<file path="src/addr_filter_pkg.sv">
// constants, types and carriers of the station address and group hash filter
// assumes a 20 MHz single clock and a classic wishbone slave port
// Overview of operation
// - upper address register holds address 47:32 in bits 15:0, rest zero
// - loader bytes 0x05 and 0x06 fill upper register bits 7:0, 15:8
// - loader bytes 0x01 to 0x04 fill lower register, 0x01 lowest
// - first received byte matches lower 7:0, sixth matches upper 15:8
// - address bits 7:0 go first on the wire, bits 47:40 last
// - upper address register resets to 0000FFFFh
// - lower address register resets to the printed default 0FFFFFFFh
// - both hash table registers reset to zero
// - destination address yields a hash index picking one table bit
// - index top bit picks upper or lower register, five bits pick bit
// - position 00000 low is bit 0, 11111 high is bit 31
// - group frame accepted when its table bit is 1, else rejected
// - accept every group frame when the pass-all control is set
// - upper hash register holds table bits 63:32, lower holds 31:0
package addr_filter_pkg;
  localparam int unsigned  ADR_W           = 8;
  localparam int unsigned  IDX_UPPER       = 2;
  localparam int unsigned  IDX_LOWER       = 3;
  localparam int unsigned  IDX_HASH_UPPER  = 4;
  localparam int unsigned  IDX_HASH_LOWER  = 5;
  localparam int unsigned  IDX_CTRL        = 16;
  localparam int unsigned  IDX_STATUS      = 17;
  localparam logic [15:0]  UPPER_RST       = 16'hFFFF;
  localparam logic [31:0]  LOWER_RST       = 32'h0FFF_FFFF;
  localparam logic [31:0]  HASH_RST        = 32'h0000_0000;
  localparam logic [31:0]  CRC_INIT        = 32'hFFFF_FFFF;
  localparam logic [31:0]  CRC_POLY        = 32'hEDB8_8320;
  localparam logic [7:0]   EE_LOWER_FIRST  = 8'h01;
  localparam logic [7:0]   EE_LOWER_LAST   = 8'h04;
  localparam logic [7:0]   EE_UPPER_LO     = 8'h05;
  localparam logic [7:0]   EE_UPPER_HI     = 8'h06;
  localparam logic [2:0]   DA_LAST         = 3'h5;
  localparam int unsigned  CTRL_PASS_ALL   = 0;
  localparam int unsigned  STAT_INIT_DONE  = 0;
  localparam int unsigned  STAT_RX_BUSY    = 1;

  typedef enum logic {RX_IDLE, RX_DA} rx_state_t;

  typedef struct packed {
    logic        wr;
    logic [7:0]  addr;
    logic [7:0]  data;
  } ee_load_t;

  typedef struct packed {
    logic        valid;
    logic        sof;
    logic [7:0]  data;
  } rx_byte_t;

  typedef struct packed {
    logic        valid;
    logic        station_hit;
    logic        group;
    logic        accept;
    logic [5:0]  hash_idx;
  } filt_result_t;

  typedef struct packed {
    logic [15:0]   upper;
    logic [31:0]   lower;
    logic [31:0]   hash_hi;
    logic [31:0]   hash_lo;
    logic          pass_all;
    logic          init_done;
    logic          ack;
    logic [31:0]   rdat;
    rx_state_t     rx;
    logic [2:0]    cnt;
    logic [31:0]   crc;
    logic [39:0]   da;
    filt_result_t  res;
  } filt_state_t;
endpackage

</file>
<file path="src/addr_filter.sv">
// station address and group hash filter with wishbone register access
// assumes loader and receive byte stream come from logic on clk_i,
// so neither passes a synchroniser
`timescale 1ns/100ps
module addr_filter
  import addr_filter_pkg::*;
#(
  parameter int unsigned WB_ADR_W = ADR_W
)
(
  input  wire logic                 clk_i,
  input  wire logic                 rst_i,
  input  wire logic [WB_ADR_W-1:0]  wb_adr_i,
  input  wire logic [31:0]          wb_dat_i,
  output logic      [31:0]          wb_dat_o,
  input  wire logic [3:0]           wb_sel_i,
  input  wire logic                 wb_we_i,
  input  wire logic                 wb_cyc_i,
  input  wire logic                 wb_stb_i,
  output logic                      wb_ack_o,
  input  wire ee_load_t             ee_i,
  input  wire logic                 ee_done_i,
  input  wire rx_byte_t             rx_i,
  output filt_result_t              filt_o,
  output logic                      init_done_o
);

  initial
  begin
    if (WB_ADR_W < 7)
      $error("bus address too narrow for the register map");
  end

  filt_state_t s_r;
  filt_state_t s_nxt;

  function automatic logic [31:0] merge(input logic [31:0] old,
                                        input logic [31:0] wd,
                                        input logic [3:0]  sel);
    logic [31:0] m;
    m = old;
    for (int b = 0; b < 4; b++)
      if (sel[b])
        m[b*8 +: 8] = wd[b*8 +: 8];
    return m;
  endfunction

  // reflected crc, bits taken least significant first as on the wire
  function automatic logic [31:0] crc_byte(input logic [31:0] c,
                                           input logic [7:0]  d);
    logic [31:0] r;
    r = c;
    for (int i = 0; i < 8; i++)
      r = (r >> 1) ^ ((r[0] ^ d[i]) ? CRC_POLY : HASH_RST);
    return r;
  endfunction

  function automatic logic hit(input logic [WB_ADR_W-1:0] a,
                               input int unsigned idx);
    return a == WB_ADR_W'(idx * 4);
  endfunction

  logic         req;
  logic         wr;
  logic [31:0]  crc_n;
  logic [47:0]  da_full;
  logic [5:0]   idx;
  logic         tbl_bit;
  logic [31:0]  upper_m;
  logic [63:0]  table_w;

  assign req = wb_cyc_i & wb_stb_i & ~s_r.ack;
  assign wr  = req & wb_we_i;
  assign crc_n = crc_byte(s_r.rx == RX_DA ? s_r.crc : CRC_INIT, rx_i.data);
  // first wire byte sits in bits 7:0, sixth in 47:40
  assign da_full = {rx_i.data, s_r.da};
  assign idx = crc_n[31:26];
  assign tbl_bit = idx[5] ? s_r.hash_hi[idx[4:0]]
                          : s_r.hash_lo[idx[4:0]];
  assign upper_m = merge({16'h0000, s_r.upper}, wb_dat_i, wb_sel_i);
  // flat view of both halves, kept only to cross-check the table pick
  assign table_w = {s_r.hash_hi, s_r.hash_lo};

  always_comb
  begin
    s_nxt = s_r;
    s_nxt.ack = req;
    s_nxt.res.valid = 1'b0;
    s_nxt.rdat = 32'h0000_0000;
    // loader bytes are taken only until loading ends
    if (ee_i.wr && !s_r.init_done)
    begin
      case (ee_i.addr)
        EE_UPPER_LO: s_nxt.upper[7:0] = ee_i.data;
        EE_UPPER_HI: s_nxt.upper[15:8] = ee_i.data;
        default:
        begin
          if (ee_i.addr >= EE_LOWER_FIRST && ee_i.addr <= EE_LOWER_LAST)
            s_nxt.lower[(ee_i.addr - EE_LOWER_FIRST) * 8 +: 8] =
              ee_i.data;
        end
      endcase
    end
    if (ee_done_i)
      s_nxt.init_done = 1'b1;
    // a host write in the same cycle as a loader byte wins
    if (wr)
    begin
      if (hit(wb_adr_i, IDX_UPPER))
        s_nxt.upper = upper_m[15:0];
      if (hit(wb_adr_i, IDX_LOWER))
        s_nxt.lower = merge(s_r.lower, wb_dat_i, wb_sel_i);
      if (hit(wb_adr_i, IDX_HASH_UPPER))
        s_nxt.hash_hi = merge(s_r.hash_hi, wb_dat_i, wb_sel_i);
      if (hit(wb_adr_i, IDX_HASH_LOWER))
        s_nxt.hash_lo = merge(s_r.hash_lo, wb_dat_i, wb_sel_i);
      if (hit(wb_adr_i, IDX_CTRL) && wb_sel_i[0])
        s_nxt.pass_all = wb_dat_i[CTRL_PASS_ALL];
    end
    if (req && !wb_we_i)
    begin
      if (hit(wb_adr_i, IDX_UPPER))
        s_nxt.rdat = {16'h0000, s_r.upper};
      else if (hit(wb_adr_i, IDX_LOWER))
        s_nxt.rdat = s_r.lower;
      else if (hit(wb_adr_i, IDX_HASH_UPPER))
        s_nxt.rdat = s_r.hash_hi;
      else if (hit(wb_adr_i, IDX_HASH_LOWER))
        s_nxt.rdat = s_r.hash_lo;
      else if (hit(wb_adr_i, IDX_CTRL))
        s_nxt.rdat[CTRL_PASS_ALL] = s_r.pass_all;
      else if (hit(wb_adr_i, IDX_STATUS))
      begin
        s_nxt.rdat[STAT_INIT_DONE] = s_r.init_done;
        s_nxt.rdat[STAT_RX_BUSY] = s_r.rx == RX_DA;
      end
    end
    // only the six destination bytes are looked at; the rest is skipped
    if (rx_i.valid)
    begin
      case (s_r.rx)
        RX_IDLE:
        begin
          if (rx_i.sof)
          begin
            s_nxt.da[7:0] = rx_i.data;
            s_nxt.cnt = 3'h1;
            s_nxt.crc = crc_n;
            s_nxt.rx = RX_DA;
          end
        end
        RX_DA:
        begin
          if (rx_i.sof)
          begin
            s_nxt.da[7:0] = rx_i.data;
            s_nxt.cnt = 3'h1;
            s_nxt.crc = crc_byte(CRC_INIT, rx_i.data);
          end
          else if (s_r.cnt == DA_LAST)
          begin
            s_nxt.rx = RX_IDLE;
            s_nxt.res.valid = 1'b1;
            s_nxt.res.station_hit =
              da_full == {s_r.upper, s_r.lower};
            s_nxt.res.group = da_full[0];
            s_nxt.res.hash_idx = idx;
            s_nxt.res.accept = da_full[0] &
                               (s_r.pass_all | tbl_bit);
          end
          else
          begin
            s_nxt.da[s_r.cnt * 8 +: 8] = rx_i.data;
            s_nxt.cnt = s_r.cnt + 3'h1;
            s_nxt.crc = crc_n;
          end
        end
        default: s_nxt.rx = RX_IDLE;
      endcase
    end
  end

  always_ff @(posedge clk_i)
  begin
    if (rst_i)
    begin
      s_r <= '0;
      s_r.upper <= UPPER_RST;
      s_r.lower <= LOWER_RST;
      s_r.hash_hi <= HASH_RST;
      s_r.hash_lo <= HASH_RST;
      s_r.crc <= CRC_INIT;
      s_r.rx <= RX_IDLE;
    end
    else
      s_r <= s_nxt;
  end

  assign wb_ack_o = s_r.ack;
  assign wb_dat_o = s_r.rdat;
  assign filt_o = s_r.res;
  assign init_done_o = s_r.init_done;
endmodule

</file>
<file path="config.mk">
export PLATFORM = sky130hd
export DESIGN_NAME = addr_filter
export DESIGN_NICKNAME = d
export VERILOG_FILES = /design/src/addr_filter_pkg.sv /design/src/addr_filter.sv
export SDC_FILE = /design/constraint.sdc
export NUM_CORES = 1
export LEC_CHECK = 0
export BUFFER_PORTS_ARGS = -buffer_cell sky130_fd_sc_hd__buf_2
export CAP_MARGIN = 20
export CELL_PAD_IN_SITES_DETAIL_PLACEMENT = 1
export CELL_PAD_IN_SITES_GLOBAL_PLACEMENT = 2
export CORE_MARGIN = 3
export CORE_UTILIZATION = 35
export DETAILED_ROUTE_END_ITERATION = 7
export HOLD_SLACK_MARGIN = 0.12
export PLACE_DENSITY = 0.84
export RECOVER_POWER = 100
export SKIP_CTS_REPAIR_TIMING = 1
export SYNTH_ARGS = -nofsm -noshare
export SYNTH_HDL_FRONTEND = slang
export SYNTH_SLANG_ARGS = --single-unit
</file>
<file path="constraint.sdc">
create_clock -name clk_i -period 6 [get_ports clk_i]
set_clock_uncertainty 0.05 [all_clocks]
set_input_delay 1.2 -clock clk_i [delete_from_list [all_inputs] [get_ports clk_i]]
set_output_delay 1.2 -clock clk_i [all_outputs]
set_load 0.01 [all_outputs]
</file>
==> impl_metrics.toml, run 1 <==
[status]
status = "complete, but fails checks"
violations = "capacitance limit, slew limit"

[min_path]
whs_path_depth = 2
worstHoldPathType = "flip-flop to flip-flop"

[power]
switching_power_mw = 1.237
p_sw_share_pct = 29.29
p_leak_nw = 5.312
power_frac_seq_pct = 37.9
comb_power_share_pct = 18.7
p_per_area_mw_per_mm2 = 286.4
vdd_drop_max_mv = 0.2694
p_clk_share_pct = 43.4
p_int_mw = 2.988

[clock_network]
insertion_delay_ns = 0.57
clk_pin_slew_ns = 0.06
cts_htree_levels = 1
cts_tree = "yes"
clock_path_buffers = 3
clock_sinks = 233
clock-root-buffer = "clkbuf_16"
cts_buffers = 29

[sta]
rsz0062_at_grt = "no"
slew_viol_final = 169
setup_slack_ns = 0.6330
setup_viol = 0
period_share_pct = 89.45
fmax_ghz = 0.1863
layout_min_cycle_time_ns = 5.367
finalHoldViolations = 0
worstMarginPinSlew_ns = 2.705
tns_ns = 0
relSlewSlack_pct = -80.36

[synth]
synth_edf_count = 0
netlist_area_sq_mm = 0.01318
ys_ff_latch = 233
synth_top_area_share_pct = 35.39
avgSynthCellArea_sq_um = 8.112
synth_top_flop_cell = "dfxtp_1"
synth_cell_types = 73
synth.area.top_cells = "dfxtp_1 35%, xnor2_1 7.6%, nand2_1 6.2%"
synth_nets = 1719
yosysSeqAreaShare_pct = 35.39
async_reset_ff_share_pct = 0
yosysTopAreaCell = "dfxtp_1"
syn_inst = 1625
ys_warn_count = 0

[route]
met3WireLength_microns = 2970
firstDrtPassIters = 5
wl_met2_microns = 22080
viasPerCell = 5.654
drc = 0
top_layer = "met5"
wl_met1_microns = 22410
num_vias = 12309
ant_nets = 0
drtIter0Drc = 905
finalWirelength_microns = 49160
post_drt_wl_per_cell_microns = 22.58

[floorplan]
start_util_pct = 35.75
design.die.area_sq_mm = 0.04003
dieHeight_microns = 200.1
rows = 70
die_w_microns = 200.1
coreArea_sq_mm = 0.03687
io_pins = 121

[finish]
layout_commonest_cell = "dfxtp_1"
final_cell_mix = "233 x dfxtp_1, 219 x nand2_1, 138 x a21oi_1"
area_growth_syn_to_layout_pct = 11.91
fin_nets = 1741
drive_gt1_share_pct = 10.84
fillers = 4443

[worst_setup_path]
path_max_fanout = 35
worst_path_max_delay_cell = "clkbuf_1"
critPathArrivalTime_ns = 5.66
end_kind = "flip-flop"
r2r_cells = 11
worstPathRequired_ns = 6.29
slowest_delay_ns = 1.48
path_cells = "clkbuf_1 -> or4b_2 -> nor4_1 -> clkbuf_1 -> and3_1 -> clkbuf_1 -> nand2_1 -> nand2_1 -> a21oi_1"
start_kind = "input pin"
path_common_cell = "clkbuf_1"
critPathKind = "input pin to flip-flop"

[grt]
grt-ovfl-total = 0
grt_pass1_vias = 12336
antenna_found_initial = 5
grt_max_degree = 78
grt_pass1_wl_microns = 75260
grt.total_usage_pct = 24.17

[placed_design]
portBuffers = 120
gp_congestion = 0.9104
dp_hpwl_microns = 35150
dp_slack_ns = 0.3959

[run]
max-cap-violations = 3
## state kept, by name, summed over array words and instances (netlist names)
register	count
wb_dat_o	32
s_r	149
wb_ack_o	1
init_done_o	1
filt_o	10
da_full	40
## per-stage QoR
| step | instances | instance area (sq um) | hold WS, ns | total power [mW] | util (%) |
|---|---|---|---|---|---|
| after floorplan | 1625 | 13180 | 0.3863 | 2.179 | - |
| after global placement | 2120 | 13860 | 0.3955 | 2.406 | 37.58 |
| after detailed placement | 2120 | 13860 | 0.3985 | 2.412 | 37.58 |
| after CTS | 2174 | 14850 | 0.4062 | 4.248 | 40.27 |
| after global routing | 2176 | 14750 | 0.4336 | 4.390 | 40.00 |
| final | 2177 | 14750 | 0.4040 | 4.225 | 40.01 |
## Yosys cell counts (all sizes together) (8+ instances only)
cell and count:
dfxtp 233, nand2 219, a21oi 138, nor2 135, xnor2 121, nand3 104
clkbuf 92, buf 66, mux2i 55, o21ai 54, a22oi 48, xor2 46
o211ai 34, nand4 25, o22ai 25, inv 23, nor2b 19, ha 17
and3 16, mux2 15, a222oi 14, a22o 12, nor4 12, a211oi 11
and2 10, a31oi 9, nor3 8
## worst max-delay path: cells and delay by family
family	cells	cell delay, ns
buf+inv	3	2.01
simple gates	5	2.35
compound gates	1	0.08
## cell type report
| cell class | instances | area, sq um | area share (%) |
|---|---|---|---|
| clock inverters | 8 | 122.6 | 0.8312 |
| well taps | 504 | 630.6 | 4.275 |
| multi-input cells | 1211 | 7632 | 51.74 |
| repair buffers | 149 | 738.2 | 5.004 |
| diodes | 3 | 7.507 | 0.05089 |
| inverters | 23 | 86.33 | 0.5852 |
| flip-flops and latches | 233 | 4664 | 31.62 |
| clock buffers | 46 | 869.6 | 5.895 |
## path summary, 6_finish.rpt
kind / startpoint / to / slack [ns]
worst max-delay path: wb_adr_i[5] / s_r[150] / 0.63
worst min-delay path: filt_o[1] / filt_o[1] / 0.40
worst max register to register: s_r[85] / filt_o[6] / 2.09
worst min register to register: filt_o[1] / filt_o[1] / 0.40
## power by group through the flow
stage,registers [mW],clock network (mW),logic [mW]
after detailed placement,1.63,0,0.778
after floorplan,1.62,0,0.556
final,1.60,1.83,0.792
after global placement,1.63,0,0.773
after global routing,1.60,1.94,0.851
after CTS,1.60,1.86,0.784
## layer usage
layer  track usage [%]  up-vias
met5                 0        -
met4             7.599        4
met3             3.357       84
met2             38.53      420
met1             33.98     6054
li1                  -     5747
## logic make-up after synthesis
kind of cell | count (synthesis) | synth area share (%)
AOI/OAI and AO/OA | 369 | 17.72
xor gates and xnor gates | 170 | 12.44
adders and majority gates | 17 | 1.614
buffers and inverters | 181 | 6.692
DFF | 233 | 35.39
muxes | 70 | 5.458
and+or+nand+nor | 585 | 20.68
(Power assumes the default switching activity.)
==> run 2: changes to the inputs <==
--- a/config.mk
+++ b/config.mk
@@ -9,13 +9,14 @@
 export CAP_MARGIN = 20
 export CELL_PAD_IN_SITES_DETAIL_PLACEMENT = 1
 export CELL_PAD_IN_SITES_GLOBAL_PLACEMENT = 2
-export CORE_MARGIN = 3
+export CORE_MARGIN = 5
 export CORE_UTILIZATION = 35
 export DETAILED_ROUTE_END_ITERATION = 7
 export HOLD_SLACK_MARGIN = 0.12
 export PLACE_DENSITY = 0.84
 export RECOVER_POWER = 100
 export SKIP_CTS_REPAIR_TIMING = 1
+export SLEW_MARGIN = 20
 export SYNTH_ARGS = -nofsm -noshare
 export SYNTH_HDL_FRONTEND = slang
 export SYNTH_SLANG_ARGS = --single-unit
==> run 2 against run 1 <==
The flow still finishes with violations (capacitance limit, slew limit); sequential power about the same; register-to-register slack got worse by 0.33 ns; first-iteration DRC count increased by 7.2%; combinational power increased by 2%; critical endpoint is now s_r[205]; utilization decreased by 0.57 points; worst hold slack about the same; highest routed layer unchanged.
==> impl_metrics.toml, run 2 (synthesis gave the netlist of run 1 again) <==
[grt]
antenna_found_initial = 1
grt_pass1_vias = 12530
grt_pass1_wl_microns = 76340
grt-ovfl-total = 0
grt_max_degree = 82
grt.total_usage_pct = 23.40

[route]
viasPerCell = 5.661
firstDrtPassIters = 5
post_drt_wl_per_cell_microns = 23.35
wl_met2_microns = 24180
met3WireLength_microns = 2691
top_layer = "met5"
drc = 0
ant_nets = 0
num_vias = 12336
drtIter0Drc = 970
finalWirelength_microns = 50890
wl_met1_microns = 22510

[finish]
layout_commonest_cell = "dfxtp_1"
multi_input_area_sq_mm = 0.007614
top_register = "s_r"
area_growth_syn_to_layout_pct = 11.88
fillers = 4510
final_cell_mix = "233 x dfxtp_1, 219 x nand2_1, 138 x a21oi_1"
regArea_sq_mm = 0.004664
antenna_cells = 0
largest_register_ffs = 149
fin_nets = 1741
drive_gt1_share_pct = 11.21

[clock_network]
clock_path_buffers = 3
clock-root-buffer = "clkbuf_16"
cts_htree_levels = 1
clk_pin_slew_ns = 0.06
clock_sinks = 233
cts_buffers = 28
insertion_delay_ns = 0.57
cts_tree = "yes"

[min_path]
hp-start = "filt_o[5]"
hold_path_end = "filt_o[5]"
whs_path_depth = 2
worstHoldPathType = "flip-flop to flip-flop"

[status]
status = "complete, but fails checks"
violations = "capacitance limit, slew limit"

[floorplan]
io_pins = 121
die_w_microns = 204.1
design.die.area_sq_mm = 0.04164
start_util_pct = 35.24
dieHeight_microns = 204.1
coreArea_sq_mm = 0.03740
rows = 71

[sta]
setup_viol = 0
relSlewSlack_pct = -63.56
layout_min_cycle_time_ns = 5.441
tns_ns = 0
holdWs_ns = 0.4037
fmax_ghz = 0.1838
rsz0062_at_grt = "no"
worstMarginPinSlew_ns = 2.453
slew_viol_final = 169
period_share_pct = 90.69
finalHoldViolations = 0

[worst_setup_path]
path_delay_family = "simple AND/OR/NAND/NOR gates"
worst_path_max_delay_cell = "or4_1"
end_kind = "flip-flop"
r2r_slack_ns = 1.76
start_kind = "input pin"
reg2reg_from = "s_r[50]"
critPathKind = "input pin to flip-flop"
path_cells = "buf_2 -> inv_1 -> ha_1 -> nor3b_4 -> nand3b_1 -> o31a_1 -> or4_1 -> inv_1 -> nand2_1 -> ha_1 -> nor4b_1 -> nand3_1 -> nor3b_1 -> o2111a_1 -> nand4_1 -> nor4_1 -> buf_4 -> mux2_2 -> o21ai_0 -> nand2_1"
r2r_cells = 11
cp_num_buf_inv = 4
critPathArrivalTime_ns = 5.80
slowest_delay_ns = 0.54
path_max_fanout = 17
r2r-end = "filt_o[6]"
worstPathRequired_ns = 6.36

[placed_design]
dp_hpwl_microns = 36280
portBuffers = 120
gp_congestion = 0.8995

[power]
vdd_drop_max_mv = 0.2192
p_leak_nw = 5.305
p_per_area_mw_per_mm2 = 289.7

[run]
max-cap-violations = 3
==> run 2: cell types whose count changed in the layout (fill, tap and decap cells not counted), moves of 2 or more <==
cell,change
clkbuf_1,-9
clkbuf_8,-2
clkinvlp_4,+4
clkinv_2,+3
buf_2,+2
buf_4,-2
diode_2,-3
==> run 2: cell type report <==
cell class | instances | area share, %
inverters | 23 | 0.5854
clock inverters | 16 | 1.340
well taps | 511 | 4.335
flip-flops and latches | 233 | 31.63
multi-input cells | 1211 | 51.62
repair buffers | 150 | 5.006
clock buffers | 35 | 5.481
==> run 2: power by group <==
| group | internal, mW | switching (mW) |
|---|---|---|
| registers | 1.57 | 0.0261 |
| logic | 0.301 | 0.509 |
| clock network | 1.12 | 0.737 |
| total | 3.00 | 1.27 |
==> run 2: worst max path at each step <==
| stage | endpoint | startpoint | cells past startpoint |
|---|---|---|---|
| 5_1_grt | s_r[202] | ee_i[8] | 20 |
| 3_5_place_dp | s_r[194] | ee_i[8] | 19 |
| 6_report | s_r[205] | ee_i[8] | 20 |
| 2_1_floorplan | s_r[202] | ee_i[11] | 17 |
| 4_1_cts | s_r[194] | ee_i[8] | 19 |
| 3_3_place_gp | s_r[200] | ee_i[8] | 18 |
==> run 2: metal layers <==
metal  vias to the layer above  global-route usage (%)
li1                       5712                       -
met1                      6159                   31.63
met2                       383                   39.52
met3                        80                   3.015
met4                         2                   6.413
met5                         -                       0
==> run 2: worst reg2reg max path, cell delays in order (launching register included) <==
cell	delay (ns)
dfxtp_1	0.31
buf_4	0.22
xor2_1	0.20
nand2_1	0.12
xnor2_2	0.69
xnor3_2	1.04
buf_4	0.36
mux2i_1	0.23
a21boi_0	0.13
a311oi_1	0.41
nand4_1	0.18
a31o_1	0.23
==> run 2: metrics by stage <==
step | cells | utilization (%) | power, mW | area [sq um] | setup slack (ns)
finish | 2179 | 39.43 | 4.273 | 14750 | 0.5588
global route | 2179 | 39.43 | 4.405 | 14750 | 0.2448
CTS | 2179 | 39.78 | 4.292 | 14880 | 0.7906
detailed placement | 2128 | 37.09 | 2.430 | 13870 | 0.2011
global placement | 2128 | 37.09 | 2.419 | 13870 | 0.4246
floorplan | 1625 | - | 2.179 | 13180 | 0.7844
==> run 3: changes to the inputs <==
--- a/config.mk
+++ b/config.mk
@@ -10,10 +10,10 @@
 export CELL_PAD_IN_SITES_DETAIL_PLACEMENT = 1
 export CELL_PAD_IN_SITES_GLOBAL_PLACEMENT = 2
 export CORE_MARGIN = 5
-export CORE_UTILIZATION = 35
+export CORE_UTILIZATION = 36
 export DETAILED_ROUTE_END_ITERATION = 7
 export HOLD_SLACK_MARGIN = 0.12
-export PLACE_DENSITY = 0.84
+export PLACE_DENSITY = 0.79
 export RECOVER_POWER = 100
 export SKIP_CTS_REPAIR_TIMING = 1
 export SLEW_MARGIN = 20
==> run 3 against run 2 <==
The run still ends with capacitance limit, slew limit left; total power is 2.1% lower; non-clock buffer count up 2; global-route usage is 0.53 points higher; wire length fell by 0.80%; sequential share of layout area rose by 0.14 points; register-to-register slack worse by 0.05 ns; clock-buffer cell count rose by 5; final area fell by 0.45%; largest cell class unchanged; largest power group unchanged; highest routed layer unchanged.
==> impl_metrics.toml, run 3 (synthesis gave the netlist of run 1 again) <==
[route]
finalWirelength_microns = 50480
num_vias = 12164
drtIter0Drc = 796
post_drt_wl_per_cell_microns = 23.63
ant_nets = 0
drc = 0
firstDrtPassIters = 5
viasPerCell = 5.695

[worst_setup_path]
path_max_fanout = 35
r2r_cells = 10
critPathArrivalTime_ns = 5.93
reg2reg_from = "s_r[85]"
end_kind = "flip-flop"
r2r_slack_ns = 1.71
critPathKind = "input pin to flip-flop"
r2r-end = "filt_o[6]"
worstPathRequired_ns = 6.33
start_kind = "input pin"

[min_path]
hold_path_end = "filt_o[7]"
hp-start = "filt_o[7]"
worstHoldPathType = "flip-flop to flip-flop"
whs_path_depth = 2

[sta]
rsz0062_at_grt = "no"
finalHoldViolations = 0
relSlewSlack_pct = -81.10
worstMarginPinSlew_ns = 2.716
fmax_ghz = 0.1786
period_share_pct = 93.31
tns_ns = 0
layout_min_cycle_time_ns = 5.599
holdWs_ns = 0.4064
setup_viol = 0
slew_viol_final = 169

[floorplan]
io_pins = 121
design.die.area_sq_mm = 0.04054
coreArea_sq_mm = 0.03635
start_util_pct = 36.27
dieHeight_microns = 201.4
rows = 70
die_w_microns = 201.4

[placed_design]
dp.cells = 2087
dp_hpwl_microns = 36760
gp_congestion = 0.8967
portBuffers = 120

[finish]
fillers = 4378
area_growth_syn_to_layout_pct = 11.38
fin_nets = 1743
layout_commonest_cell = "dfxtp_1"
regArea_sq_mm = 0.004664
final_cells = 2136
antenna_cells = 0
top_register = "s_r"
final_cell_mix = "233 x dfxtp_1, 219 x nand2_1, 137 x a21oi_1"
multi_input_area_sq_mm = 0.007622
largest_register_ffs = 149
drive_gt1_share_pct = 10.97

[clock_network]
clock_path_buffers = 3
clk_pin_slew_ns = 0.06
clock-root-buffer = "clkbuf_16"
clock_sinks = 233
insertion_delay_ns = 0.55
cts_htree_levels = 1
cts_tree = "yes"
cts_buffers = 28

[grt]
grt.total_usage_pct = 23.93
grt_pass1_wl_microns = 76800
grt_pass1_vias = 12558
grt-ovfl-total = 0
antenna_found_initial = 2
grt_max_degree = 78

[status]
violations = "capacitance limit, slew limit"
status = "complete, but fails checks"

[power]
p_per_area_mw_per_mm2 = 284.9
vdd_drop_max_mv = 0.2141
p_leak_nw = 5.293

[run]
max-cap-violations = 3
==> run 3: cell count changes in the layout (fill, tap and decap cells not counted), sizes merged <==
| cell | change |
|---|---|
| clkinvlp | -1 |
| buf | +2 |
| inv | -1 |
| clkbuf | +5 |
| clkinv | -4 |
| bufinv | -1 |
==> run 3: power by group <==
group          switching, mW  internal, mW
Combinational          0.495         0.298
Clock                  0.697          1.09
Sequential            0.0285          1.57
Total                   1.22          2.96
==> run 3: layout make-up <==
type | count | share of cell area, %
Clock buffer | 40 | 5.701
Clock inverter | 9 | 0.8693
Inverter | 23 | 0.5880
Multi-Input combinational cell | 1211 | 51.92
Sequential cell | 233 | 31.77
Tap cell | 468 | 3.988
Timing Repair Buffer | 152 | 5.164
==> run 3: worst max-delay path by stage <==
stage,depth (start not counted),start,endpoint
6_report,9,wb_adr_i[5],wb_dat_o[1]
3_5_place_dp,20,ee_i[8],s_r[203]
2_1_floorplan,17,ee_i[11],s_r[202]
5_1_grt,20,ee_i[8],s_r[202]
3_3_place_gp,19,ee_i[8],s_r[197]
4_1_cts,20,ee_i[8],s_r[203]
==> run 3: critical path, stage by stage <==
cell and delay [ns]:
buf_2 0.10, or4b_2 0.70, nor4_1 0.23, clkbuf_1 1.51, and2_0 0.94, clkbuf_1 0.77
a22oi_1 0.21, a21oi_1 0.17, nor2_1 0.06
==> run 3: through the flow <==
step                power [mW]  instance area (sq um)  utilization (%)  setup WS [ns]
floorplan                2.179                  13180                -         0.7844
global placement         2.415                  13840            38.07         0.5506
detailed placement       2.425                  13840            38.07         0.3534
CTS                      4.209                  14800            40.72         0.8844
global route             4.332                  14680            40.39         0.2544
finish                   4.183                  14680            40.39         0.4014
==> run 3: routing by layer <==
metal | vias up | track usage, % | wire [microns]
met5 | - | 0 | 21
met4 | 4 | 6.885 | 1544
met3 | 90 | 3.981 | 2615
met2 | 337 | 41.15 | 24130
met1 | 6012 | 31.01 | 22170
li1 | 5721 | - | -
